===== src/clock_ctrl_consts.vh =====
`ifndef CLOCK_CTRL_CONSTS_VH
`define CLOCK_CTRL_CONSTS_VH
// **********
// register offsets
// **********
`define OFS_LOOP_NOISE 15'h002B
`define OFS_CLOCK_OUT 15'h002C
`define OFS_TRIG_CTRL 15'h002D
`define OFS_SYSREF_WIN 15'h002E
`define OFS_PRESCALE_OSC 15'h003D
`define OFS_FEEDBACK 15'h003E
`define OFS_HOLD_RESET 15'h005C
`define OFS_CAL_CONTROL 15'h005D
`define OFS_CAL_STATE 15'h005E
`define OFS_LOCK_STATE 15'h0208
// **********
// field positions
// **********
`define BIT_HOLD 0
`define BIT_CAL_EN 0
`define BIT_CAL_DONE 0
`define BIT_LOCKED 0
`define BIT_REPEAT_EN 0
`define BIT_AUX_OVR 1
`define BIT_TRIG_EN 0
`define BIT_TRIG_SRC 1
// **********
// reset values
// **********
`define RST_NOISE 8'h00
`define RST_PRESCALE_OSC 8'h25
`define RST_FEEDBACK 8'h10
`define RST_HOLD 8'h01
`define RST_CAL_CONTROL 8'h00
`define RST_CLOCK_OUT 8'h01
`define RST_TRIG_CTRL 8'h10
// **********
// timing
// **********
`define CLK_PERIOD_NS 8
`define CAL_TIME_NS 1000
`define CAL_CYCLES ((`CAL_TIME_NS + `CLK_PERIOD_NS - 1) / `CLK_PERIOD_NS)
`define LOCK_PERIODS 4
`define SPI_FRAME_BITS 24
`endif


===== src/clock_edge_divider.v =====
`timescale 1ns/1ps
`include "clock_ctrl_consts.vh"
module clock_edge_divider (
    input wire clk_in,
    input wire arst_n_in,
    input wire level_in,
    input wire edge_in,
    input wire [7:0] ratio_in,
    output reg clock_out,
    output reg tick_out
);
    reg [7:0] count;
    wire [7:0] half = {1'b0, ratio_in[7:1]};
    wire wrap = (count >= ratio_in - 8'h01);

    always @(posedge clk_in or negedge arst_n_in) begin
        if (!arst_n_in) begin
            count <= 8'h00;
            clock_out <= 1'b0;
            tick_out <= 1'b0;
        end else begin
            tick_out <= edge_in & wrap;
            if (edge_in) begin
                count <= wrap ? 8'h00 : count + 8'h01;
            end
            // ratio 0 or 1 passes input through
            clock_out <= (ratio_in <= 8'h01) ? level_in : (count < half);
        end
    end
endmodule // clock_edge_divider


===== src/converter_clock_subsystem_ctrl.v =====
// Notes on behaviour
// - loop pin selects loop clock or differential input.
// - select pin picks differential or single-ended reference with loop on; bypass always uses differential.
// - sample rate is oscillator over divisor product.
// - lock when reference times feedback equals sample rate.
// - divider ratios writable at 0x3D and 0x3E.
// - calibration runs when hold clears with enable set and loop pin on.
// - finished flag at 0x5E, lock flag at 0x208.
// - noise suppression bits at 0x2B.
// - reference repeat with loop on, gated by repeat enable.
// - power-down stops repeat and aux outputs.
// - aux outputs carry reference copies, pins or registers.
// - trigger output from timestamp or serializer per mode.
// - trigger output off until host enables it.
// - serializer source divided by receiver divider.
// - sampling clock drives processing and lane clock.
// - sysref captured on chosen clock, window measures margins.
`timescale 1ns/1ps
`include "clock_ctrl_consts.vh"
module converter_clock_subsystem_ctrl (
    input wire clk_in,
    input wire arst_n_in,
    input wire loop_enable_pin_in,
    input wire reference_input_select_pin_in,
    input wire power_down_pin_in,
    input wire [1:0] aux_clock_config_pins_in,
    input wire diff_clock_in,
    input wire single_ended_reference_input_in,
    input wire oscillator_in,
    input wire timestamp_input_in,
    input wire sysref_in,
    input wire spi_sclk_in,
    input wire spi_sdi_in,
    input wire spi_sen_n_in,
    output reg spi_sdo_out,
    output reg sample_clock_out,
    output reg dsp_clock_out,
    output reg lane_clock_out,
    output reg reference_repeat_output_out,
    output reg aux_clock_out_c_out,
    output reg aux_clock_out_d_out,
    output reg trigger_clock_output_out,
    output reg sysref_capture_out,
    output reg noise_supp_a_out,
    output reg noise_supp_b_out,
    output reg clock_ready_out
);
    // **********
    // helpers
    // **********
    function rise;
        input cur;
        input last;
        begin
            rise = cur & ~last;
        end
    endfunction

    function [7:0] mode_ratio;
        input [1:0] mode;
        begin
            case (mode)
                2'h2: mode_ratio = 8'h02;
                2'h3: mode_ratio = 8'h04;
                default: mode_ratio = 8'h01;
            endcase
        end
    endfunction

    // **********
    // pin synchronisers
    // **********
    reg [12:0] pin_meta;
    reg [12:0] pin_sync;
    reg [12:0] pin_last;
    always @(posedge clk_in or negedge arst_n_in) begin
        if (!arst_n_in) begin
            pin_meta <= 13'h1000;
            pin_sync <= 13'h1000;
            pin_last <= 13'h1000;
        end else begin
            pin_meta <= {spi_sen_n_in, spi_sdi_in, spi_sclk_in, sysref_in,
                timestamp_input_in, oscillator_in, single_ended_reference_input_in,
                diff_clock_in, aux_clock_config_pins_in, power_down_pin_in,
                reference_input_select_pin_in, loop_enable_pin_in};
            pin_sync <= pin_meta;
            pin_last <= pin_sync;
        end
    end
    wire loop_on = pin_sync[0];
    wire ref_sel = pin_sync[1];
    wire pd = pin_sync[2];
    wire [1:0] cfg = pin_sync[4:3];
    wire diff_clk = pin_sync[5];
    wire se_ref = pin_sync[6];
    wire osc = pin_sync[7];
    wire ts = pin_sync[8];
    wire sysref = pin_sync[9];
    wire sclk_rise = rise(pin_sync[10], pin_last[10]);
    wire sclk_fall = rise(pin_last[10], pin_sync[10]);
    wire sdi = pin_sync[11];
    wire spi_active = ~pin_sync[12];

    // **********
    // registers
    // **********
    reg [7:0] loop_noise_control;
    reg [7:0] prescale_osc_divider;
    reg [7:0] feedback_divider;
    reg [7:0] loop_hold_reset_ctrl;
    reg [7:0] osc_cal_control;
    reg [7:0] clock_out_ctrl;
    reg [7:0] trigger_output_control;
    reg oscillator_cal_finished;
    wire loop_lock_flag;
    reg [3:0] setup_margin;
    reg [3:0] hold_margin;
    wire loop_hold_reset = loop_hold_reset_ctrl[`BIT_HOLD];
    wire oscillator_cal_enable = osc_cal_control[`BIT_CAL_EN];
    wire reference_repeat_enable = clock_out_ctrl[`BIT_REPEAT_EN];
    wire [7:0] vp_product = {4'h0, prescale_osc_divider[7:4]}
        * {4'h0, prescale_osc_divider[3:0]};

    // **********
    // spi slave
    // **********
    // frame: rw bit, 15 address bits, 8 data bits, msb first
    reg [22:0] shift_in;
    reg [4:0] bit_cnt;
    reg [14:0] addr;
    reg rw;
    reg [7:0] rd_shift;
    reg [7:0] read_data;
    wire [14:0] addr_now = {shift_in[13:0], sdi};
    wire wr_strobe = spi_active & sclk_rise & ~rw
        & (bit_cnt == `SPI_FRAME_BITS - 1);
    wire [7:0] wr_data = {shift_in[6:0], sdi};

    always @* begin
        case (addr_now)
            `OFS_LOOP_NOISE: read_data = loop_noise_control;
            `OFS_CLOCK_OUT: read_data = clock_out_ctrl;
            `OFS_TRIG_CTRL: read_data = trigger_output_control;
            `OFS_SYSREF_WIN: read_data = {hold_margin, setup_margin};
            `OFS_PRESCALE_OSC: read_data = prescale_osc_divider;
            `OFS_FEEDBACK: read_data = feedback_divider;
            `OFS_HOLD_RESET: read_data = loop_hold_reset_ctrl;
            `OFS_CAL_CONTROL: read_data = osc_cal_control;
            `OFS_CAL_STATE: read_data = {7'h00, oscillator_cal_finished};
            `OFS_LOCK_STATE: read_data = {7'h00, loop_lock_flag};
            default: read_data = 8'h00;
        endcase
    end

    always @(posedge clk_in or negedge arst_n_in) begin
        if (!arst_n_in) begin
            shift_in <= 23'h000000;
            bit_cnt <= 5'h00;
            addr <= 15'h0000;
            rw <= 1'b0;
            rd_shift <= 8'h00;
            spi_sdo_out <= 1'b0;
        end else if (!spi_active) begin
            bit_cnt <= 5'h00;
            spi_sdo_out <= 1'b0;
        end else begin
            if (sclk_rise) begin
                shift_in <= {shift_in[21:0], sdi};
                bit_cnt <= (bit_cnt == `SPI_FRAME_BITS - 1) ? 5'h00 : bit_cnt + 5'h01;
                if (bit_cnt == 5'h0F) begin
                    addr <= addr_now;
                    rw <= shift_in[14];
                    rd_shift <= read_data;
                end
            end
            if (sclk_fall && rw && bit_cnt >= 5'h10) begin
                spi_sdo_out <= rd_shift[7];
                rd_shift <= {rd_shift[6:0], 1'b0};
            end
        end
    end

    always @(posedge clk_in or negedge arst_n_in) begin
        if (!arst_n_in) begin
            loop_noise_control <= `RST_NOISE;
            prescale_osc_divider <= `RST_PRESCALE_OSC;
            feedback_divider <= `RST_FEEDBACK;
            loop_hold_reset_ctrl <= `RST_HOLD;
            osc_cal_control <= `RST_CAL_CONTROL;
            clock_out_ctrl <= `RST_CLOCK_OUT;
            trigger_output_control <= `RST_TRIG_CTRL;
        end else if (wr_strobe) begin
            case (addr)
                `OFS_LOOP_NOISE: loop_noise_control <= wr_data;
                `OFS_PRESCALE_OSC: prescale_osc_divider <= wr_data;
                `OFS_FEEDBACK: feedback_divider <= wr_data;
                `OFS_HOLD_RESET: loop_hold_reset_ctrl <= wr_data;
                `OFS_CAL_CONTROL: osc_cal_control <= wr_data;
                `OFS_CLOCK_OUT: clock_out_ctrl <= wr_data;
                `OFS_TRIG_CTRL: trigger_output_control <= wr_data;
                default: ;
            endcase
        end
    end

    // **********
    // clock selection
    // **********
    // bypass ignores the select pin
    wire ref_level = (loop_on & ref_sel) ? se_ref : diff_clk;
    wire ref_edge = rise(ref_level, pin_last[6] & loop_on & ref_sel
        | pin_last[5] & ~(loop_on & ref_sel));
    wire osc_edge = rise(osc, pin_last[7]);
    wire loop_clk;
    wire loop_tick;
    clock_edge_divider u_loop_div (
        .clk_in(clk_in),
        .arst_n_in(arst_n_in),
        .level_in(osc),
        .edge_in(osc_edge),
        .ratio_in(vp_product),
        .clock_out(loop_clk),
        .tick_out(loop_tick)
    );
    wire sample_level = loop_on ? loop_clk : diff_clk;
    wire sample_edge = rise(sample_level, sample_clock_out);
    reg loop_clk_last;
    loop_lock_detect u_lock (
        .clk_in(clk_in),
        .arst_n_in(arst_n_in),
        .hold_in(loop_hold_reset | ~loop_on),
        .ref_edge_in(ref_edge),
        .fs_edge_in(rise(loop_clk, loop_clk_last)),
        .feedback_in(feedback_divider),
        .locked_out(loop_lock_flag)
    );

    // **********
    // calibration sequencer
    // **********
    localparam ST_HOLD = 2'h0;
    localparam ST_CAL = 2'h1;
    localparam ST_RUN = 2'h2;
    reg [1:0] state;
    reg [15:0] cal_cnt;
    always @(posedge clk_in or negedge arst_n_in) begin
        if (!arst_n_in) begin
            state <= ST_HOLD;
            cal_cnt <= 16'h0000;
            oscillator_cal_finished <= 1'b0;
            loop_clk_last <= 1'b0;
        end else begin
            loop_clk_last <= loop_clk;
            case (state)
                ST_HOLD: begin
                    oscillator_cal_finished <= 1'b0;
                    cal_cnt <= 16'h0000;
                    if (!loop_hold_reset && loop_on) begin
                        state <= oscillator_cal_enable ? ST_CAL : ST_RUN;
                    end
                end
                ST_CAL: begin
                    if (loop_hold_reset) begin
                        state <= ST_HOLD;
                    end else if (cal_cnt == `CAL_CYCLES - 1) begin
                        oscillator_cal_finished <= 1'b1;
                        state <= ST_RUN;
                    end else begin
                        cal_cnt <= cal_cnt + 16'h0001;
                    end
                end
                ST_RUN: begin
                    if (loop_hold_reset || !loop_on) begin
                        state <= ST_HOLD;
                    end
                end
                default: state <= ST_HOLD;
            endcase
        end
    end

    // **********
    // output clocks
    // **********
    // pins rule aux modes unless overridden
    wire aux_ovr = clock_out_ctrl[`BIT_AUX_OVR];
    wire [1:0] c_mode = aux_ovr ? clock_out_ctrl[3:2] : cfg;
    wire [1:0] d_mode = aux_ovr ? clock_out_ctrl[5:4] : {1'b0, cfg != 2'h0};
    wire d_on = (d_mode != 2'h0) & (c_mode != 2'h0);
    wire aux_c_clk;
    wire aux_d_clk;
    wire trig_div_clk;
    clock_edge_divider u_aux_c (
        .clk_in(clk_in),
        .arst_n_in(arst_n_in),
        .level_in(ref_level),
        .edge_in(ref_edge),
        .ratio_in(mode_ratio(c_mode)),
        .clock_out(aux_c_clk),
        .tick_out()
    );
    clock_edge_divider u_aux_d (
        .clk_in(clk_in),
        .arst_n_in(arst_n_in),
        .level_in(ref_level),
        .edge_in(ref_edge),
        .ratio_in(mode_ratio(d_mode)),
        .clock_out(aux_d_clk),
        .tick_out()
    );
    // lane clock modelled at sampling rate
    clock_edge_divider u_trig (
        .clk_in(clk_in),
        .arst_n_in(arst_n_in),
        .level_in(sample_level),
        .edge_in(sample_edge),
        .ratio_in({4'h0, trigger_output_control[7:4]}),
        .clock_out(trig_div_clk),
        .tick_out()
    );

    // **********
    // timestamp, sysref window, outputs
    // **********
    reg ts_retimed;
    reg [3:0] phase;
    reg hold_meas;
    always @(posedge clk_in or negedge arst_n_in) begin
        if (!arst_n_in) begin
            ts_retimed <= 1'b0;
            phase <= 4'h0;
            hold_meas <= 1'b0;
            setup_margin <= 4'h0;
            hold_margin <= 4'h0;
            sysref_capture_out <= 1'b0;
            sample_clock_out <= 1'b0;
            dsp_clock_out <= 1'b0;
            lane_clock_out <= 1'b0;
            reference_repeat_output_out <= 1'b0;
            aux_clock_out_c_out <= 1'b0;
            aux_clock_out_d_out <= 1'b0;
            trigger_clock_output_out <= 1'b0;
            noise_supp_a_out <= 1'b0;
            noise_supp_b_out <= 1'b0;
            clock_ready_out <= 1'b0;
        end else begin
            if (sample_edge) begin
                ts_retimed <= ts;
                sysref_capture_out <= sysref;
                phase <= 4'h0;
            end else if (phase != 4'hF) begin
                phase <= phase + 4'h1;
            end
            // setup: cycles since last edge; hold: cycles from the last edge to the next one, not from sysref
            if (rise(sysref, pin_last[9])) begin
                setup_margin <= phase;
                hold_meas <= 1'b1;
            end else if (hold_meas && sample_edge) begin
                hold_margin <= phase;
                hold_meas <= 1'b0;
            end
            sample_clock_out <= sample_level;
            dsp_clock_out <= sample_level;
            lane_clock_out <= sample_level;
            reference_repeat_output_out <= ref_level & loop_on
                & reference_repeat_enable & ~pd;
            aux_clock_out_c_out <= aux_c_clk & (c_mode != 2'h0) & ~pd;
            aux_clock_out_d_out <= aux_d_clk & d_on & ~pd;
            trigger_clock_output_out <= trigger_output_control[`BIT_TRIG_EN]
                & (trigger_output_control[`BIT_TRIG_SRC] ? ts_retimed
                : trig_div_clk);
            noise_supp_a_out <= loop_noise_control[0];
            noise_supp_b_out <= loop_noise_control[1];
            clock_ready_out <= loop_on ? (oscillator_cal_finished
                & loop_lock_flag) : 1'b1;
        end
    end
endmodule // converter_clock_subsystem_ctrl


===== src/loop_lock_detect.v =====
`timescale 1ns/1ps
`include "clock_ctrl_consts.vh"
module loop_lock_detect (
    input wire clk_in,
    input wire arst_n_in,
    input wire hold_in,
    input wire ref_edge_in,
    input wire fs_edge_in,
    input wire [7:0] feedback_in,
    output reg locked_out
);
    reg [8:0] fs_count;
    reg [2:0] good;

    always @(posedge clk_in or negedge arst_n_in) begin
        if (!arst_n_in) begin
            fs_count <= 9'h000;
            good <= 3'h0;
            locked_out <= 1'b0;
        end else if (hold_in) begin
            fs_count <= 9'h000;
            good <= 3'h0;
            locked_out <= 1'b0;
        end else if (ref_edge_in) begin
            // n loop edges per reference period
            fs_count <= {8'h00, fs_edge_in};
            if (fs_count == {1'b0, feedback_in}) begin
                if (good != `LOCK_PERIODS) begin
                    good <= good + 3'h1;
                end
            end else begin
                good <= 3'h0;
            end
            locked_out <= (good == `LOCK_PERIODS);
        end else if (fs_edge_in && fs_count != 9'h1FF) begin
            fs_count <= fs_count + 9'h001;
        end
    end
endmodule // loop_lock_detect

===== config.mk =====
export PLATFORM = sky130hd
export DESIGN_NAME = converter_clock_subsystem_ctrl
export DESIGN_NICKNAME = d
export VERILOG_FILES = /design/src/clock_edge_divider.v /design/src/converter_clock_subsystem_ctrl.v /design/src/loop_lock_detect.v
export VERILOG_INCLUDE_DIRS = /design/src
export SDC_FILE = /design/constraint.sdc
export NUM_CORES = 1
export LEC_CHECK = 0
export BUFFER_PORTS_ARGS = -buffer_cell sky130_fd_sc_hd__buf_2
export CAP_MARGIN = 20
export CORE_ASPECT_RATIO = 2
export CORE_MARGIN = 2
export CORE_UTILIZATION = 57
export DETAILED_ROUTE_END_ITERATION = 6
export GPL_TIMING_DRIVEN = 0
export MAX_ROUTING_LAYER = met4
export PLACE_DENSITY = 0.84
export SYNTH_ARGS = -nofsm -noshare
export SYNTH_HDL_FRONTEND = slang
export SYNTH_SLANG_ARGS = --single-unit

===== constraint.sdc =====
create_clock -name clk_in -period 4.4 [get_ports clk_in]
set_clock_uncertainty 0.05 [all_clocks]
set_input_delay 1.32 -clock clk_in [delete_from_list [all_inputs] [get_ports clk_in]]
set_output_delay 1.32 -clock clk_in [all_outputs]
set_load 0.005 [all_outputs]

# After elaboration in Yosys (flattened, before gate mapping)
# Cells that the tools add are included.
# totals
regBits	230
latchBits	0
ram_bits	0
rom_bits	0
input_bits	15
out_inout_bits	12
memories	0
# classes
n_addsub	13
mul	1
n_div	0
magnitude_cmp	13
n_eq_ne	38
shift	0
muxes	50
bitwise_logic	39
n_reduce_logical	36
# ops
cell	count
15-bit by 6-bit equality test with 1-bit output (second input constant)	11
8-bit one-hot mux with 10 select lines	1
15-bit by 7-bit equality test with 1-bit output (second input constant)	5
8-bit two-way mux	7
8-bit by 1-bit adder with 8-bit output (second input constant)	4
8-bit >= comparator	4
16-bit two-way mux	2
16-bit one-hot mux with 2 select lines	1
9-bit two-way mux	3
1-bit bitwise AND	24
2-bit nonzero test	11
2-bit AND reduction	10
16-bit by 1-bit adder with 16-bit output (second input constant)	1
16-bit by 7-bit equality test with 1-bit output (second input constant)	1
8-bit by 2-bit less-than comparator with 1-bit output	2
1-bit two-way mux	16
15-bit by 10-bit equality test with 1-bit output (second input constant)	1
5-bit two-way mux	3
3-bit AND reduction	5
2-bit two-way mux	7
1-bit NOT	13
3-bit two-way mux	4
3-bit one-hot mux with 2 select lines	2
2-bit equality test (second input constant)	5
33 further kinds	47

# Logic depth before layout (Yosys ltp)
# logic_depth
word_depth	8
mapped_depth	16
mapped_depth_nobuf	16

# Cells and area by module
# From an unflattened synthesis, not the netlist that was laid out.
# hier_totals
hier_cells	1177
hier_area_um2	12629.6
# by_module_without_submodules
mod	instances	cells_each	area_per_inst_um2	seq_area_each_um2
converter_clock_subsystem_ctrl	1	659	8044.0	4390.5
clock_edge_divider at u_aux_d ...	3	108	933.4	250.2
clock_edge_divider at u_aux_c	1	109	963.4	250.2
loop_lock_detect	1	85	822.0	325.3

# Worst setup path before layout
# Ideal clock, no wire load.
# synth_path
path_kind	register to register
start	register prescale_osc_divider[5]
end	register u_loop_div.count[2]
setup_ns	0.079
arrival_time_ns	4.062
t_required_ns	4.271
slack_ns	0.209
stages_incl_launch_ff	16
period_less_slack_ns	4.191
path_cell_list	dfstp_2 nand2_1 fa_1 inv_1 fa_1 inv_1 fa_1 nor2b_1 nand2_1 nor3b_1 nand2_1 xnor2_1 ha_1 a2111oi_0 a32oi_1 a21oi_1
# synth_via
elab_chain_cells	4
# synth_rtl
element	line_no	rtl
start, declared	converter_clock_subsystem_ctrl.v:108	reg [7:0] prescale_osc_divider;
start signal, assigned	converter_clock_subsystem_ctrl.v:186	prescale_osc_divider <= `RST_PRESCALE_OSC;
start signal, assigned	converter_clock_subsystem_ctrl.v:195	`OFS_PRESCALE_OSC: prescale_osc_divider <= wr_data;
4-bit by 4-bit multiplier with 8-bit output	converter_clock_subsystem_ctrl.v:122	* {4'h0, prescale_osc_divider[3:0]};
8-bit by 1-bit subtractor with 8-bit output	clock_edge_divider.v:14	wire wrap = (count >= ratio_in - 8'h01);
8-bit >= comparator	clock_edge_divider.v:14	
8-bit two-way mux	clock_edge_divider.v:24	count <= wrap ? 8'h00 : count + 8'h01;
end signal, assigned	clock_edge_divider.v:24	
end, declared	clock_edge_divider.v:12	reg [7:0] count;
# No other way between the ends.
# A chain may end at the register's enable or synchronous reset.

# Final worst setup path
# layout_path
start	register prescale_osc_divider[2]
end	register u_loop_div.count[1]
# The elaborated chain is that of the path after synthesis.

==> impl_metrics.env <==
export IMPL_synthCells=1042
export IMPL_coreArea_mm2=0.0194
export IMPL_numCtsBuffers=21
export IMPL_tritoncts="done"
export IMPL_setup_ws_ps=188
export IMPL_clk_latency_ps=510
export IMPL_cp_arrival_ps=4530
export IMPL_synthDistinctLibCells=75
export IMPL_cts_hold_buf=0
export IMPL_dp_hpwl_mm=19.3
export IMPL_worst_pin_slew_ps=1120
export IMPL_dieArea_mm2=0.0211
export IMPL_drc_errors=0
export IMPL_ys_ff_latch=224
export IMPL_crit_path_end_kind="flip-flop"
export IMPL_path_clk_slew_ps=80
export IMPL_ys_warnings_count=0
export IMPL_die_h_um=203
export IMPL_power_uw=5130
export IMPL_diodes=0
export IMPL_fillers=1427
export IMPL_power_per_cell_area_mw_per_mm2=404
export IMPL_ant_nets=0
export IMPL_startpoint_type="flip-flop"
export IMPL_htreeDepth=1
export IMPL_max_vdd_ir_drop_v=0.000537
export IMPL_grt_overflow_total=0
export IMPL_utilization_pct=65.6
export IMPL_grt_pass1_wl_mm=44.4
export IMPL_grt_pass1_vias=8924
export IMPL_antenna_found_initial=0
export IMPL_drive_above_1_share_pct=19.2
export IMPL_relSlewSlack_pct=24.4
export IMPL_setup_viol=0
export IMPL_die_x_um=104
export IMPL_hold_class="flip-flop to flip-flop"
export IMPL_initial_core_util_pct=58.4
export IMPL_slew_viol_final=0
export IMPL_grt_max_degree=114
export IMPL_viasPerCell=6.05
export IMPL_ys_seq_area_share_pct=49.6
export IMPL_tns_ps=0
export IMPL_syn_cell_area_mm2=0.0113
export IMPL_cap_violations=0
export IMPL_totalWireLength_mm=26.9
export IMPL_final_cell_mix="dfrtp_1, nand2_1, mux2_2"
export IMPL_async_flop_share_pct=100
export IMPL_finish_net_count=1171
export IMPL_critical_path_class="flip-flop to flip-flop"
export IMPL_cp_data_required_time_ps=4710
export IMPL_dr_pass1_iters=5
export IMPL_status="finished, final reports clean"
export IMPL_hold_viol_final=0
export IMPL_pre_cts_slack_ps=-216
export IMPL_synth_avg_cell_area_um2=10.9
export IMPL_area_growth_pct=12.2
export IMPL_cts_sinks=224
export IMPL_final_common_cell="dfrtp_1"
export IMPL_fin_crit_sh_pct=95.7
export IMPL_drt_initial_drc_count=465
export IMPL_wl_per_cell_um=19.6
export IMPL_ctsRootBufferMaster="clkbuf_16"
export IMPL_dpl_instance_area_mm2=0.0118
export IMPL_clock_path_buffers=3
export IMPL_num_io_pins=27
export IMPL_synthFlopType="dfrtp_1"
export IMPL_via_count=8282
export IMPL_leakage_uw=0.00582
export IMPL_finalInstanceArea_mm2=0.0127
export IMPL_io_buffers=26
export IMPL_clock_fmax_mhz=237
export IMPL_synth_fp_nets=1119
export IMPL_path_max_fanout=8
export IMPL_rows=72
export IMPL_final_min_clock_period_ps=4210
export IMPL_routabilityCongestion=1.01
export IMPL_synth_edf_count=0
export IMPL_grt_use_total_pct=27.0
flip-flops by register name (all words and copies together), names as in the netlist, 9 cells and up:
register,count
u_lock.fs_count,9
shift_in,15
pin_meta,13
pin_sync,13
addr,15
cal_cnt,16
what timing repair did:
action                                  4_1_cts  5_1_grt
buffers inserted                              0        2
resized for setup                             9       14
gates cloned                                  0        0
endpoints found under the setup margin        8        8
pin swaps                                     1        8
metal layers:
| metal | global-route usage, % | share of wire (%) |
|---|---|---|
| met1 | 26.5 | 35 |
| met4 | 15.7 | 6.5 |
| met2 | 50.7 | 55 |
| met3 | 3.29 | 3.0 |
| met5 | - | 0 |
final cells by class:
cell class | instances | area [µm²] | area share [%]
clock buffer | 23 | 533 | 4.20
tap | 259 | 324 | 2.55
inverter | 41 | 154 | 1.21
sequential | 224 | 5620 | 44.2
timing repair buffer | 29 | 183 | 1.44
clock inverter | 15 | 223 | 1.75
multi-input combinational | 738 | 5490 | 43.2
buffer | 39 | 176 | 1.39
worst max-delay path, stage by stage (launching register included):
cell and delay [ps]:
dfstp_2 580, nand2_1 80, fa_1 500, inv_1 50, fa_1 560, inv_1 60
fa_2 560, nor2b_4 210, nand3_1 110, xnor2_1 150, ha_1 370, o2111ai_1 200
a32oi_4 470, o22ai_1 120
cells in the mapped netlist, drive strengths merged (7+ instances only):
cell type | number | area, µm²
a31oi | 12 | 75.1
a41oi | 8 | 70.1
and3 | 13 | 81.3
nor2 | 73 | 274
a21oi | 44 | 220
and2 | 17 | 106
nor3 | 26 | 140
nor4 | 17 | 170
nand4 | 11 | 68.8
nor3b | 9 | 67.6
xor2 | 17 | 149
mux2i | 13 | 130
xnor2 | 21 | 184
nand2 | 95 | 357
dfstp | 9 | 236
clkbuf | 27 | 101
dfrtp | 215 | 5380
buf | 12 | 75.1
ha | 58 | 726
mux2 | 93 | 1050
nand3 | 29 | 145
nand3b | 7 | 52.6
inv | 41 | 154
nand2b | 8 | 50.1
o21ai | 57 | 293
a22oi | 12 | 95.1
nor2b | 10 | 62.6
report_power, final:
part	internal (µW)	switching [µW]	total, µW	leakage [µW]
clock network	1190	823	2010	0.000362
logic	286	477	762	0.00250
registers	2200	161	2360	0.00296
total	3670	1460	5130	0.00582
metrics by stage:
stage                     hold slack, ps  std cells
after floorplan                      281       1042
after global placement               282       1327
after detailed placement             285       1328
after CTS                            297       1366
after global routing                 307       1368
final                                298       1368
path summary, 6_finish.rpt:
kind                                    startpoint             endpoint  slack [ps]  cells past startpoint
setup / recovery           prescale_osc_divider[2]  u_loop_div.count[1]         190                     13
hold / removal                         pin_meta[9]          pin_sync[9]         300                      0
setup reg to reg           prescale_osc_divider[2]  u_loop_div.count[1]         190                     13
hold reg to reg                        pin_meta[9]          pin_sync[9]         300                      0
max in group asynchronous                arst_n_in     u_aux_c.count[3]        2470                      2
min in group asynchronous                arst_n_in      u_trig.count[6]         780                      1
logic make-up (layout without fill, tap and decap cells):
group / after synthesis / after routing / share of synthesized area, %
multiplexers: 106 / 106 / 10.4
XOR/XNOR: 38 / 38 / 2.94
buffers and inverters: 80 / 147 / 2.92
flip-flops: 224 / 224 / 49.6
AND/OR/NAND/NOR: 346 / 346 / 16.2
AO/OA/AOI/OAI: 185 / 185 / 10.7
adder cells (fa/ha/maj): 63 / 63 / 7.21
No activity file was read; power rests on OpenSTA's default activity.
